==> src/pwm_fault_map.svh <==
// Register offsets, field positions and reset values
// Assumes byte addressing on a 32-bit AXI4-Lite bus
`ifndef PWM_FAULT_MAP_SVH
`define PWM_FAULT_MAP_SVH

`define OFS_TIMEBASE 8'h00
`define OFS_PERIOD 8'h04
`define OFS_TB_CTRL 8'h08
`define OFS_FAULT_A_CTRL 8'h0C
`define OFS_FAULT_B_CTRL 8'h10
`define OFS_PORT 8'h14
`define OFS_TRIS 8'h18
`define OFS_IRQ_STATUS 8'h1C
`define OFS_IRQ_ENABLE 8'h20
`define OFS_IRQ_CLEAR 8'h24
`define OFS_IRQ_PRIO 8'h28

`define TB_CNT_MSB 14
`define TB_DIR_BIT 15
`define TB_CTRL_RUN_BIT 0
`define TB_CTRL_UPDN_BIT 1
`define PIN_A_BIT 0
`define PIN_B_BIT 1

`define TB_RST 15'h0000
`define PERIOD_RST 15'h7FFF
`define CTRL_RST 2'h0
`define PIN_BITS_RST 2'h0

`endif

==> src/pwm_fault_pkg.sv <==
// Types shared by the time base and fault input design
// Assumes nothing beyond the map header
package pwm_fault_pkg;
  typedef enum logic [1:0] {
    RESP_OKAY = 2'h0,
    RESP_SLVERR = 2'h2
  } axi_resp_t;
  typedef logic [7:0] reg_addr_t;
  typedef logic [15:0] reg_word_t;
endpackage : pwm_fault_pkg

==> src/timebase_counter.sv <==
// Time base count with software load and optional up/down counting
// Assumes load has priority over counting in the same cycle
`timescale 1ns/10ps
`include "pwm_fault_map.svh"
module timebase_counter #(
  parameter int W = 15
) (
  input wire logic aclk,
  input wire logic aresetn,
  input wire logic load,
  input wire logic [W-1:0] load_value,
  input wire logic run,
  input wire logic updown,
  input wire logic [W-1:0] period,
  output logic [W-1:0] count_q,
  output logic down_q
);
  always_ff @(posedge aclk) begin
    if (!aresetn) begin
      count_q <= `TB_RST;
      down_q <= 1'b0;
    end else if (load) begin
      count_q <= load_value;
    end else if (run) begin
      if (!updown) begin
        down_q <= 1'b0;
        count_q <= (count_q >= period) ? '0 : W'(count_q + 1'b1);
      end else if (down_q) begin
        if (count_q == '0) begin
          down_q <= 1'b0;
        end else begin
          count_q <= W'(count_q - 1'b1);
        end
      end else if (count_q >= period) begin
        down_q <= 1'b1;
      end else begin
        count_q <= W'(count_q + 1'b1);
      end
    end
  end
endmodule : timebase_counter

==> src/fault_channel.sv <==
// One active-low fault pin: sticky flag, output override, pin sharing
// Assumes the pin level is synchronous to aclk
`timescale 1ns/10ps
module fault_channel #(
  parameter int NUM_OUT = 4
) (
  input wire logic aclk,
  input wire logic aresetn,
  input wire logic pin_level,
  input wire logic [NUM_OUT-1:0] control,
  input wire logic port_latch,
  input wire logic tris_out,
  input wire logic flag_clear,
  output logic pin_out,
  output logic pin_oe,
  output logic active,
  output logic flag_q,
  output logic [NUM_OUT-1:0] override_q
);
  logic used;
  assign used = |control;
  assign active = used && !pin_level;
  // Pin free for general use only while no enable bit is set
  assign pin_oe = !used && tris_out;
  assign pin_out = port_latch;

  always_ff @(posedge aclk) begin
    if (!aresetn) begin
      flag_q <= 1'b0;
    end else if (active) begin
      flag_q <= 1'b1;
    end else if (flag_clear) begin
      flag_q <= 1'b0;
    end
  end

  always_ff @(posedge aclk) begin
    if (!aresetn) begin
      override_q <= '0;
    end else begin
      override_q <= active ? control : '0;
    end
  end
endmodule : fault_channel

==> src/pwm_timebase_fault_inputs.sv <==
// PWM time base count register and two fault input pins behind AXI4-Lite
// Assumes one clock, synchronous fault pins and one outstanding access
//
// Summary of operation
// Fifteen-bit time base count, read/write, reset zero
// Fault inputs assert on a low level
// Port register reads fault pin level
// Unused fault pin serves as general I/O
// Each pin has own flag, enable, priority, vector; this block has no vector output, only flag, enable and priority
// All enables clear: pin has no effect
// All enables clear: no fault interrupt
// Enabled low pin sets sticky flag until cleared
//
// Local design decisions: the register addresses and the AXI4-Lite slave port.
`timescale 1ns/10ps
`include "pwm_fault_map.svh"
module pwm_timebase_fault_inputs #(
  parameter int NUM_OUT = 4,
  parameter int PRIO_W = 3
) (
  input wire logic aclk,
  input wire logic aresetn,
  input wire logic [7:0] s_axi_awaddr,
  input wire logic s_axi_awvalid,
  output logic s_axi_awready,
  input wire logic [31:0] s_axi_wdata,
  input wire logic [3:0] s_axi_wstrb,
  input wire logic s_axi_wvalid,
  output logic s_axi_wready,
  output logic [1:0] s_axi_bresp,
  output logic s_axi_bvalid,
  input wire logic s_axi_bready,
  input wire logic [7:0] s_axi_araddr,
  input wire logic s_axi_arvalid,
  output logic s_axi_arready,
  output logic [31:0] s_axi_rdata,
  output logic [1:0] s_axi_rresp,
  output logic s_axi_rvalid,
  input wire logic s_axi_rready,
  input wire logic fault_input_a,
  output logic fault_input_a_out,
  output logic fault_input_a_oe,
  input wire logic fault_input_b,
  output logic fault_input_b_out,
  output logic fault_input_b_oe,
  output logic [NUM_OUT-1:0] fault_override,
  output logic [`TB_CNT_MSB:0] pwm_timebase_count,
  output logic timebase_count_direction,
  output logic fault_a_irq,
  output logic fault_b_irq,
  output logic [PRIO_W-1:0] fault_a_priority,
  output logic [PRIO_W-1:0] fault_b_priority,
  output logic irq
);

  ////////////////////////////////////////////////////////////////////////////
  // Helpers

  function automatic pwm_fault_pkg::reg_word_t merge(
    input pwm_fault_pkg::reg_word_t old,
    input logic [31:0] data,
    input logic [3:0] strb
  );
    pwm_fault_pkg::reg_word_t res;
    res = old;
    if (strb[0]) begin
      res[7:0] = data[7:0];
    end
    if (strb[1]) begin
      res[15:8] = data[15:8];
    end
    return res;
  endfunction : merge

  function automatic logic mapped(input pwm_fault_pkg::reg_addr_t a);
    case (a)
      `OFS_TIMEBASE, `OFS_PERIOD, `OFS_TB_CTRL, `OFS_FAULT_A_CTRL,
      `OFS_FAULT_B_CTRL, `OFS_PORT, `OFS_TRIS, `OFS_IRQ_STATUS,
      `OFS_IRQ_ENABLE, `OFS_IRQ_CLEAR, `OFS_IRQ_PRIO: mapped = 1'b1;
      default: mapped = 1'b0;
    endcase
  endfunction : mapped

  ////////////////////////////////////////////////////////////////////////////
  // Declarations

  localparam int TBW = `TB_CNT_MSB + 1;
  logic aw_have_q;
  logic w_have_q;
  pwm_fault_pkg::reg_addr_t aw_addr_q;
  logic [31:0] w_data_q;
  logic [3:0] w_strb_q;
  pwm_fault_pkg::reg_addr_t wr_addr;
  logic [31:0] wr_data;
  logic [3:0] wr_strb;
  logic aw_take;
  logic w_take;
  logic wr_fire;
  logic ar_take;
  logic [31:0] rd_data_d;
  logic [TBW-1:0] period_q;
  logic [1:0] tb_ctrl_q;
  logic [NUM_OUT-1:0] fault_a_control_q;
  logic [NUM_OUT-1:0] fault_b_control_q;
  logic [1:0] port_latch_q;
  logic [1:0] tris_q;
  logic [1:0] irq_en_q;
  logic [2*PRIO_W-1:0] prio_q;
  logic [1:0] status;
  logic [1:0] clr;
  logic tb_load;
  logic act_a;
  logic act_b;
  logic [NUM_OUT-1:0] ovr_a;
  logic [NUM_OUT-1:0] ovr_b;
  pwm_fault_pkg::reg_word_t wr_word;

  ////////////////////////////////////////////////////////////////////////////
  // AXI4-Lite write channel

  assign s_axi_awready = !aw_have_q && !s_axi_bvalid;
  assign s_axi_wready = !w_have_q && !s_axi_bvalid;
  assign aw_take = s_axi_awvalid && s_axi_awready;
  assign w_take = s_axi_wvalid && s_axi_wready;
  assign wr_fire = (aw_have_q || aw_take) && (w_have_q || w_take);
  assign wr_addr = aw_have_q ? aw_addr_q : s_axi_awaddr;
  assign wr_data = w_have_q ? w_data_q : s_axi_wdata;
  assign wr_strb = w_have_q ? w_strb_q : s_axi_wstrb;

  always_ff @(posedge aclk) begin
    if (!aresetn) begin
      aw_have_q <= 1'b0;
      aw_addr_q <= '0;
    end else if (wr_fire) begin
      aw_have_q <= 1'b0;
    end else if (aw_take) begin
      aw_have_q <= 1'b1;
      aw_addr_q <= s_axi_awaddr;
    end
  end

  always_ff @(posedge aclk) begin
    if (!aresetn) begin
      w_have_q <= 1'b0;
      w_data_q <= '0;
      w_strb_q <= '0;
    end else if (wr_fire) begin
      w_have_q <= 1'b0;
    end else if (w_take) begin
      w_have_q <= 1'b1;
      w_data_q <= s_axi_wdata;
      w_strb_q <= s_axi_wstrb;
    end
  end

  always_ff @(posedge aclk) begin
    if (!aresetn) begin
      s_axi_bvalid <= 1'b0;
      s_axi_bresp <= pwm_fault_pkg::RESP_OKAY;
    end else if (wr_fire) begin
      s_axi_bvalid <= 1'b1;
      s_axi_bresp <= mapped(wr_addr) ? pwm_fault_pkg::RESP_OKAY : pwm_fault_pkg::RESP_SLVERR;
    end else if (s_axi_bready) begin
      s_axi_bvalid <= 1'b0;
    end
  end

  ////////////////////////////////////////////////////////////////////////////
  // Register writes

  assign wr_word = merge(16'h0000, wr_data, wr_strb);
  assign tb_load = wr_fire && (wr_addr == `OFS_TIMEBASE) && (|wr_strb[1:0]);
  assign clr[`PIN_A_BIT] = wr_fire && (wr_addr == `OFS_IRQ_CLEAR) && wr_strb[0] && wr_data[`PIN_A_BIT];
  assign clr[`PIN_B_BIT] = wr_fire && (wr_addr == `OFS_IRQ_CLEAR) && wr_strb[0] && wr_data[`PIN_B_BIT];

  always_ff @(posedge aclk) begin
    if (!aresetn) begin
      period_q <= `PERIOD_RST;
      tb_ctrl_q <= `CTRL_RST;
    end else if (wr_fire && wr_addr == `OFS_PERIOD) begin
      period_q <= TBW'(merge({1'b0, period_q}, wr_data, wr_strb));
    end else if (wr_fire && wr_addr == `OFS_TB_CTRL && wr_strb[0]) begin
      tb_ctrl_q <= wr_data[1:0];
    end
  end

  always_ff @(posedge aclk) begin
    if (!aresetn) begin
      fault_a_control_q <= '0;
      fault_b_control_q <= '0;
    end else if (wr_fire && wr_strb[0] && wr_addr == `OFS_FAULT_A_CTRL) begin
      fault_a_control_q <= wr_data[NUM_OUT-1:0];
    end else if (wr_fire && wr_strb[0] && wr_addr == `OFS_FAULT_B_CTRL) begin
      fault_b_control_q <= wr_data[NUM_OUT-1:0];
    end
  end

  always_ff @(posedge aclk) begin
    if (!aresetn) begin
      port_latch_q <= `PIN_BITS_RST;
      tris_q <= `PIN_BITS_RST;
    end else if (wr_fire && wr_strb[0] && wr_addr == `OFS_PORT) begin
      port_latch_q <= wr_data[1:0];
    end else if (wr_fire && wr_strb[0] && wr_addr == `OFS_TRIS) begin
      tris_q <= wr_data[1:0];
    end
  end

  always_ff @(posedge aclk) begin
    if (!aresetn) begin
      irq_en_q <= `PIN_BITS_RST;
      prio_q <= '0;
    end else if (wr_fire && wr_strb[0] && wr_addr == `OFS_IRQ_ENABLE) begin
      irq_en_q <= wr_data[1:0];
    end else if (wr_fire && wr_strb[0] && wr_addr == `OFS_IRQ_PRIO) begin
      prio_q <= wr_data[2*PRIO_W-1:0];
    end
  end

  ////////////////////////////////////////////////////////////////////////////
  // Time base and fault channels

  timebase_counter #(.W(TBW)) u_timebase (
    .aclk(aclk),
    .aresetn(aresetn),
    .load(tb_load),
    .load_value(wr_word[`TB_CNT_MSB:0]),
    .run(tb_ctrl_q[`TB_CTRL_RUN_BIT]),
    .updown(tb_ctrl_q[`TB_CTRL_UPDN_BIT]),
    .period(period_q),
    .count_q(pwm_timebase_count),
    .down_q(timebase_count_direction)
  );

  fault_channel #(.NUM_OUT(NUM_OUT)) u_fault_a (
    .aclk(aclk),
    .aresetn(aresetn),
    .pin_level(fault_input_a),
    .control(fault_a_control_q),
    .port_latch(port_latch_q[`PIN_A_BIT]),
    .tris_out(tris_q[`PIN_A_BIT]),
    .flag_clear(clr[`PIN_A_BIT]),
    .pin_out(fault_input_a_out),
    .pin_oe(fault_input_a_oe),
    .active(act_a),
    .flag_q(status[`PIN_A_BIT]),
    .override_q(ovr_a)
  );

  fault_channel #(.NUM_OUT(NUM_OUT)) u_fault_b (
    .aclk(aclk),
    .aresetn(aresetn),
    .pin_level(fault_input_b),
    .control(fault_b_control_q),
    .port_latch(port_latch_q[`PIN_B_BIT]),
    .tris_out(tris_q[`PIN_B_BIT]),
    .flag_clear(clr[`PIN_B_BIT]),
    .pin_out(fault_input_b_out),
    .pin_oe(fault_input_b_oe),
    .active(act_b),
    .flag_q(status[`PIN_B_BIT]),
    .override_q(ovr_b)
  );

  assign fault_override = ovr_a | ovr_b;

  ////////////////////////////////////////////////////////////////////////////
  // Interrupts

  assign fault_a_irq = status[`PIN_A_BIT] && irq_en_q[`PIN_A_BIT];
  assign fault_b_irq = status[`PIN_B_BIT] && irq_en_q[`PIN_B_BIT];
  assign fault_a_priority = prio_q[PRIO_W-1:0];
  assign fault_b_priority = prio_q[2*PRIO_W-1:PRIO_W];
  assign irq = fault_a_irq || fault_b_irq;

  ////////////////////////////////////////////////////////////////////////////
  // AXI4-Lite read channel

  assign s_axi_arready = !s_axi_rvalid;
  assign ar_take = s_axi_arvalid && s_axi_arready;

  always_comb begin
    rd_data_d = '0;
    case (s_axi_araddr)
      `OFS_TIMEBASE: begin
        rd_data_d[`TB_DIR_BIT] = timebase_count_direction;
        rd_data_d[`TB_CNT_MSB:0] = pwm_timebase_count;
      end
      `OFS_PERIOD: rd_data_d[`TB_CNT_MSB:0] = period_q;
      `OFS_TB_CTRL: rd_data_d[1:0] = tb_ctrl_q;
      `OFS_FAULT_A_CTRL: rd_data_d[NUM_OUT-1:0] = fault_a_control_q;
      `OFS_FAULT_B_CTRL: rd_data_d[NUM_OUT-1:0] = fault_b_control_q;
      `OFS_PORT: rd_data_d[1:0] = {fault_input_b, fault_input_a};
      `OFS_TRIS: rd_data_d[1:0] = tris_q;
      `OFS_IRQ_STATUS: rd_data_d[1:0] = status;
      `OFS_IRQ_ENABLE: rd_data_d[1:0] = irq_en_q;
      `OFS_IRQ_PRIO: rd_data_d[2*PRIO_W-1:0] = prio_q;
      default: rd_data_d = '0;
    endcase
  end

  always_ff @(posedge aclk) begin
    if (!aresetn) begin
      s_axi_rvalid <= 1'b0;
      s_axi_rdata <= '0;
      s_axi_rresp <= pwm_fault_pkg::RESP_OKAY;
    end else if (ar_take) begin
      s_axi_rvalid <= 1'b1;
      s_axi_rdata <= rd_data_d;
      s_axi_rresp <= mapped(s_axi_araddr) ? pwm_fault_pkg::RESP_OKAY : pwm_fault_pkg::RESP_SLVERR;
    end else if (s_axi_rready) begin
      s_axi_rvalid <= 1'b0;
    end
  end

  ////////////////////////////////////////////////////////////////////////////
  // Assertions

  property p_tb_load;
    @(posedge aclk) disable iff (!aresetn)
    tb_load |=> pwm_timebase_count == TBW'($past(wr_word));
  endproperty
  a_tb_load: assert property (p_tb_load) else $error("Time base write not stored");

  property p_tb_reset;
    @(posedge aclk)
    !aresetn |=> pwm_timebase_count == '0 && !timebase_count_direction;
  endproperty
  a_tb_reset: assert property (p_tb_reset) else $error("Time base not cleared by reset");

  property p_low_sets_flag;
    @(posedge aclk) disable iff (!aresetn)
    (fault_a_control_q != '0) && !fault_input_a |=> status[`PIN_A_BIT] [*1] ##0 fault_a_irq == irq_en_q[`PIN_A_BIT];
  endproperty
  a_low_sets_flag: assert property (p_low_sets_flag) else $error("Low enabled pin did not set flag");

  property p_flag_sticky;
    @(posedge aclk) disable iff (!aresetn)
    status[`PIN_B_BIT] && !clr[`PIN_B_BIT] |=> status[`PIN_B_BIT];
  endproperty
  a_flag_sticky: assert property (p_flag_sticky) else $error("Fault flag dropped without clear");

  property p_disabled_no_irq;
    @(posedge aclk) disable iff (!aresetn)
    (fault_a_control_q == '0) && !status[`PIN_A_BIT] |=> !status[`PIN_A_BIT] && !fault_a_irq;
  endproperty
  a_disabled_no_irq: assert property (p_disabled_no_irq) else $error("Disabled pin raised interrupt");

  property p_port_read;
    @(posedge aclk) disable iff (!aresetn)
    ar_take && s_axi_araddr == `OFS_PORT |=>
      s_axi_rvalid && s_axi_rdata[1:0] == {$past(fault_input_b), $past(fault_input_a)};
  endproperty
  a_port_read: assert property (p_port_read) else $error("Port read does not show pin level");

  property p_pin_release;
    @(posedge aclk) disable iff (!aresetn)
    (fault_b_control_q != '0) |-> !fault_input_b_oe;
  endproperty
  a_pin_release: assert property (p_pin_release) else $error("Fault pin driven while in use");

  property p_no_effect;
    @(posedge aclk) disable iff (!aresetn)
    (fault_a_control_q == '0) && (fault_b_control_q == '0) |=> fault_override == '0;
  endproperty
  a_no_effect: assert property (p_no_effect) else $error("Disabled pins affect outputs");

  property p_write_resp;
    @(posedge aclk) disable iff (!aresetn)
    wr_fire |=> s_axi_bvalid ##0 (s_axi_bresp == pwm_fault_pkg::RESP_OKAY) == mapped($past(wr_addr));
  endproperty
  a_write_resp: assert property (p_write_resp) else $error("Write response missing or wrong"); // Local design decision: AXI4-Lite slave port
endmodule : pwm_timebase_fault_inputs

==> config.mk <==
export PLATFORM = sky130hd
export DESIGN_NAME = pwm_timebase_fault_inputs
export DESIGN_NICKNAME = d
export VERILOG_FILES = /design/src/pwm_fault_pkg.sv /design/src/timebase_counter.sv /design/src/fault_channel.sv /design/src/pwm_timebase_fault_inputs.sv
export VERILOG_INCLUDE_DIRS = /design/src
export SDC_FILE = /design/constraint.sdc
export NUM_CORES = 1
export LEC_CHECK = 0
export BUFFER_PORTS_ARGS = -buffer_cell sky130_fd_sc_hd__buf_2
export CAP_MARGIN = 10
export CORE_MARGIN = 10
export CORE_UTILIZATION = 50
export CTS_CLUSTER_SIZE = 8
export DETAILED_ROUTE_END_ITERATION = 8
export PLACE_DENSITY_LB_ADDON = 0.1
export SLEW_MARGIN = 5
export SYNTH_ARGS = -nofsm -noshare
export SYNTH_HDL_FRONTEND = slang
export SYNTH_SLANG_ARGS = --single-unit
export TNS_END_PERCENT = 1
==> constraint.sdc <==
create_clock -name aclk -period 3 [get_ports aclk]
set_clock_uncertainty 0.1 [all_clocks]
set_input_delay 0.6 -clock aclk [delete_from_list [all_inputs] [get_ports aclk]]
set_output_delay 0.6 -clock aclk [all_outputs]
set_load 0.02 [all_outputs]
==> run summary <==
Status: completed
Psw: 882.8 uW
Nature of the critical path endpoint: flop
Crit path buf inv count: 2
Die height: 128.3 um
Crit path DAT: 2.96 ns
Ant diodes: 0
Wire length per cell: 18.22 um
CP Data Required Time: 3.19 ns
FILL cells: 1,058
Yosys top cell area share: 0.3757
GR Overflow Total: 0
DR iter-0 viols: 490
Global-route wire length before repair: 28,410 um
Clock-pin slew on the worst setup and hold paths: 0.08 ns
Cell Rows: 39
Synth Register Bits: 110
Final Critical Period: 2.773 ns
ANT nets after route: 0
Combinational power share: 0.127
Post-route cell area: 6868 um^2
Crit path cell chain: inv_1 -> ha_1 -> nand2b_1 -> a211oi_1 -> o311a_1 -> o21a_1 -> o31ai_1 -> buf_4 -> or4_1 -> a31oi_1
Area share of xor/xnor cells in the synthesized design: 0.001494
Drt first pass iters: 5
Most used DFF post-synth: dfxtp_1
Vias: 5,676
Sw Ratio: 0.2755
Largest family of logic cells by synthesized area: simple AND/OR/NAND/NOR gates
Later-pin clock latency in the skew report: 0.36 ns
Yosys warns: 0
Post-synthesis mux area share: 0.06298
CTS max path bufs: 2
Critical path's slowest cell: or4_1
Mapped cell area: 5861 um^2
Max_cap viols: 0
Slew Limit Headroom: 0.5085
Die Wd: 128.3 um
Power per cell area: 466.5 nW/um^2
Routed wl met2: 7839 um
CP max FO: 9
Startpoint types: flop
Avg Cell Area, Syn: 8.174 um^2
DP Area: 6555 um^2
Post-DP HPWL: 13,500 um
Fin. max-slew vios: 0
Int Pwr: 2.321 mW
Cts bufs inserted: 9
Synth Area in Adders: 0.03629
Root buf cell: clkbuf_16
Top Family by Delay on Critical Path: compound AO/OA/AOI/OAI gates
RD Place Congestion: 0.9431
Initial Util: 0.5111
H-tree depth: 3
Total Wirelength: 17,630 um
Die ar.: 16,450 um^2
Clock share of power: 0.395
Synth Area in Compound Gates: 0.2182
VDD IR-drop max: 0.0006183 V
DR top layer: met4
Core Box Area: 11,470 um^2
Final Core Density: 0.5989
Hold Crit Class: primary input to flop
I/O pin count: 135
CTS resizes: 0
Leading post-synthesis cells by cell area: dfxtp_1 (38%), nor2_1 (5.6%), nand2_1 (5.0%)
Largest net degree at the start of global routing: 25
Initial antenna violation count: 0
TNS Setup: 0 ns
Fmax: 360.7 MHz
RSZ-0062 raised after global routing: no
TritonCTS clock tree: yes
Number of clock sinks: 110
Asr flop ratio synth: 0
DRC Markers: 0
Pleak: 3.000 nW
Area Growth Syn to Fin: 17.19%
Post-synthesis simple-gate area fraction: 0.2342
Critical path class: flop to flop
Post-synth EDFFs: 0
Post-Syn Instances: 717
M1 WL: 7913 um
Fin crit share: 0.9242
Synth area leader: dfxtp_1
Routed wl met3: 1669 um
Post-CTS setup buffers: 0
Part of the Yosys area used for sequential elements: 0.3757
Layout cells sized above 1: 0.2097
Synth unique cells: 71
Overall global routing resource usage: 0.2106
Seq pwr share: 0.477
# port buffers: 97
Final hold vios: 0
Final setup vio count: 0
Vias per Instance: 5.864
Vias in the first global route: 5,471
Worst-Margin Slew: 0.7270 ns
Max stage delay on crit path: 0.49 ns
Hold-fix buffers, CTS: 0
Fin nets: 898
[cells in the final DEF (no fill, tap or decap), drive strengths merged, types with 7 or more instances in the layout]
cell type  synthesis  routed
nor2              89      89
a21oi             41      41
mux2               7       7
a31oi             13      13
clkbuf            31      10
buf               25     131
nand2             78      78
nand3             10      10
o221ai             7       7
mux2i             29      29
inv               32      36
nor3              27      27
o211ai             9       9
or2               11      11
a22oi             12      12
ha                17      17
o21ai             26      26
dfxtp            110     110
a211oi             7       7
conb               1      18
and2              15      15
nor2b              8       8
a221oi            20      20
[layout make-up]
type                       instances  area, um^2  area share
clock inverter                     6       73.82     0.01075
timing repair buffer             131       740.7      0.1079
sequential                       110        2202      0.3206
multi-input combinational        535        3309      0.4819
inverter                          33       123.9     0.01804
tap                              143       178.9     0.02605
clock buffer                      10       239.0     0.03480
[cells by family after synthesis]
group | count (synthesis)
flip-flops | 110
buffers and inverters | 89
AO/OA/AOI/OAI | 181
adder cells (fa/ha/maj) | 17
AND/OR/NAND/NOR | 282
multiplexers | 36
other | 1
XOR/XNOR | 1
[worst register-to-register path, stage by stage, from the launching register on]
cell	delay, ns
dfxtp_1	0.33
inv_1	0.09
ha_1	0.30
nand2b_1	0.14
a211oi_1	0.31
o311a_1	0.29
o21a_1	0.20
o31ai_1	0.10
buf_4	0.19
or4_1	0.49
a31oi_1	0.16
[state kept, by name, summed over array words and instances (netlist names), 2 cells and up]
register and cells:
s_axi_rdata 16, period_q 15, u_timebase.count_q 15, w_data_q 15, aw_addr_q 8, prio_q 6
fault_a_control_q 4, fault_b_control_q 4, u_fault_a.override_q 4, u_fault_b.override_q 4, irq_en_q 2, port_latch_q 2
tb_ctrl_q 2, tris_q 2, w_strb_q 2
[final timing paths]
check	from	to	slack (ns)	depth (start not counted)
setup / recovery	u_timebase.count_q[0]$_SDFFE_PN0P_	u_timebase.count_q[5]$_SDFFE_PN0P_	0.23	10
hold / removal	s_axi_rready	s_axi_rvalid$_SDFFE_PN0P_	0.33	2
setup reg to reg	u_timebase.count_q[0]$_SDFFE_PN0P_	u_timebase.count_q[5]$_SDFFE_PN0P_	0.23	10
hold reg to reg	w_data_q[5]$_SDFFE_PN0P_	w_data_q[5]$_SDFFE_PN0P_	0.36	2
[per-layer routing]
| metal | track usage | vias up |
|---|---|---|
| li1 | - | 2770 |
| met1 | 0.2801 | 2660 |
| met2 | 0.3276 | 229 |
| met3 | 0.05459 | 17 |
| met4 | 0.06026 | 0 |
| met5 | 0 | - |
[through the flow]
step / power, mW / cells / setup slack, ns / hold WS [ns]
2_1_floorplan: 1.841 / 734 / 0.2312 / 0.3329
3_3_place_gp: 1.960 / 952 / 0.2093 / 0.3385
3_5_place_dp: 1.968 / 952 / 0.1738 / 0.3484
4_1_cts: 3.220 / 968 / 0.2860 / 0.3196
5_1_grt: 3.323 / 968 / 0.02954 / 0.3327
6_report: 3.204 / 968 / 0.2273 / 0.3255
[power by group through the flow]
stage	logic (mW)	clock network [mW]	registers (mW)
floorplan	0.258	0	1.58
global placement	0.399	0	1.56
detailed placement	0.404	0	1.56
CTS	0.406	1.28	1.53
global route	0.451	1.34	1.54
finish	0.408	1.27	1.53
[cell usage after synthesis (13+ instances only)]
| library cell | number |
|---|---|
| a221oi_1 | 17 |
| a21oi_1 | 41 |
| mux2i_1 | 29 |
| a31oi_1 | 13 |
| buf_4 | 18 |
| nand2_1 | 78 |
| nor3_1 | 25 |
| o21ai_0 | 15 |
| dfxtp_1 | 110 |
| inv_1 | 31 |
| and2_1 | 15 |
| nor2_1 | 88 |
| clkbuf_1 | 31 |
| ha_1 | 17 |
Power figures use the tool's default switching activity.
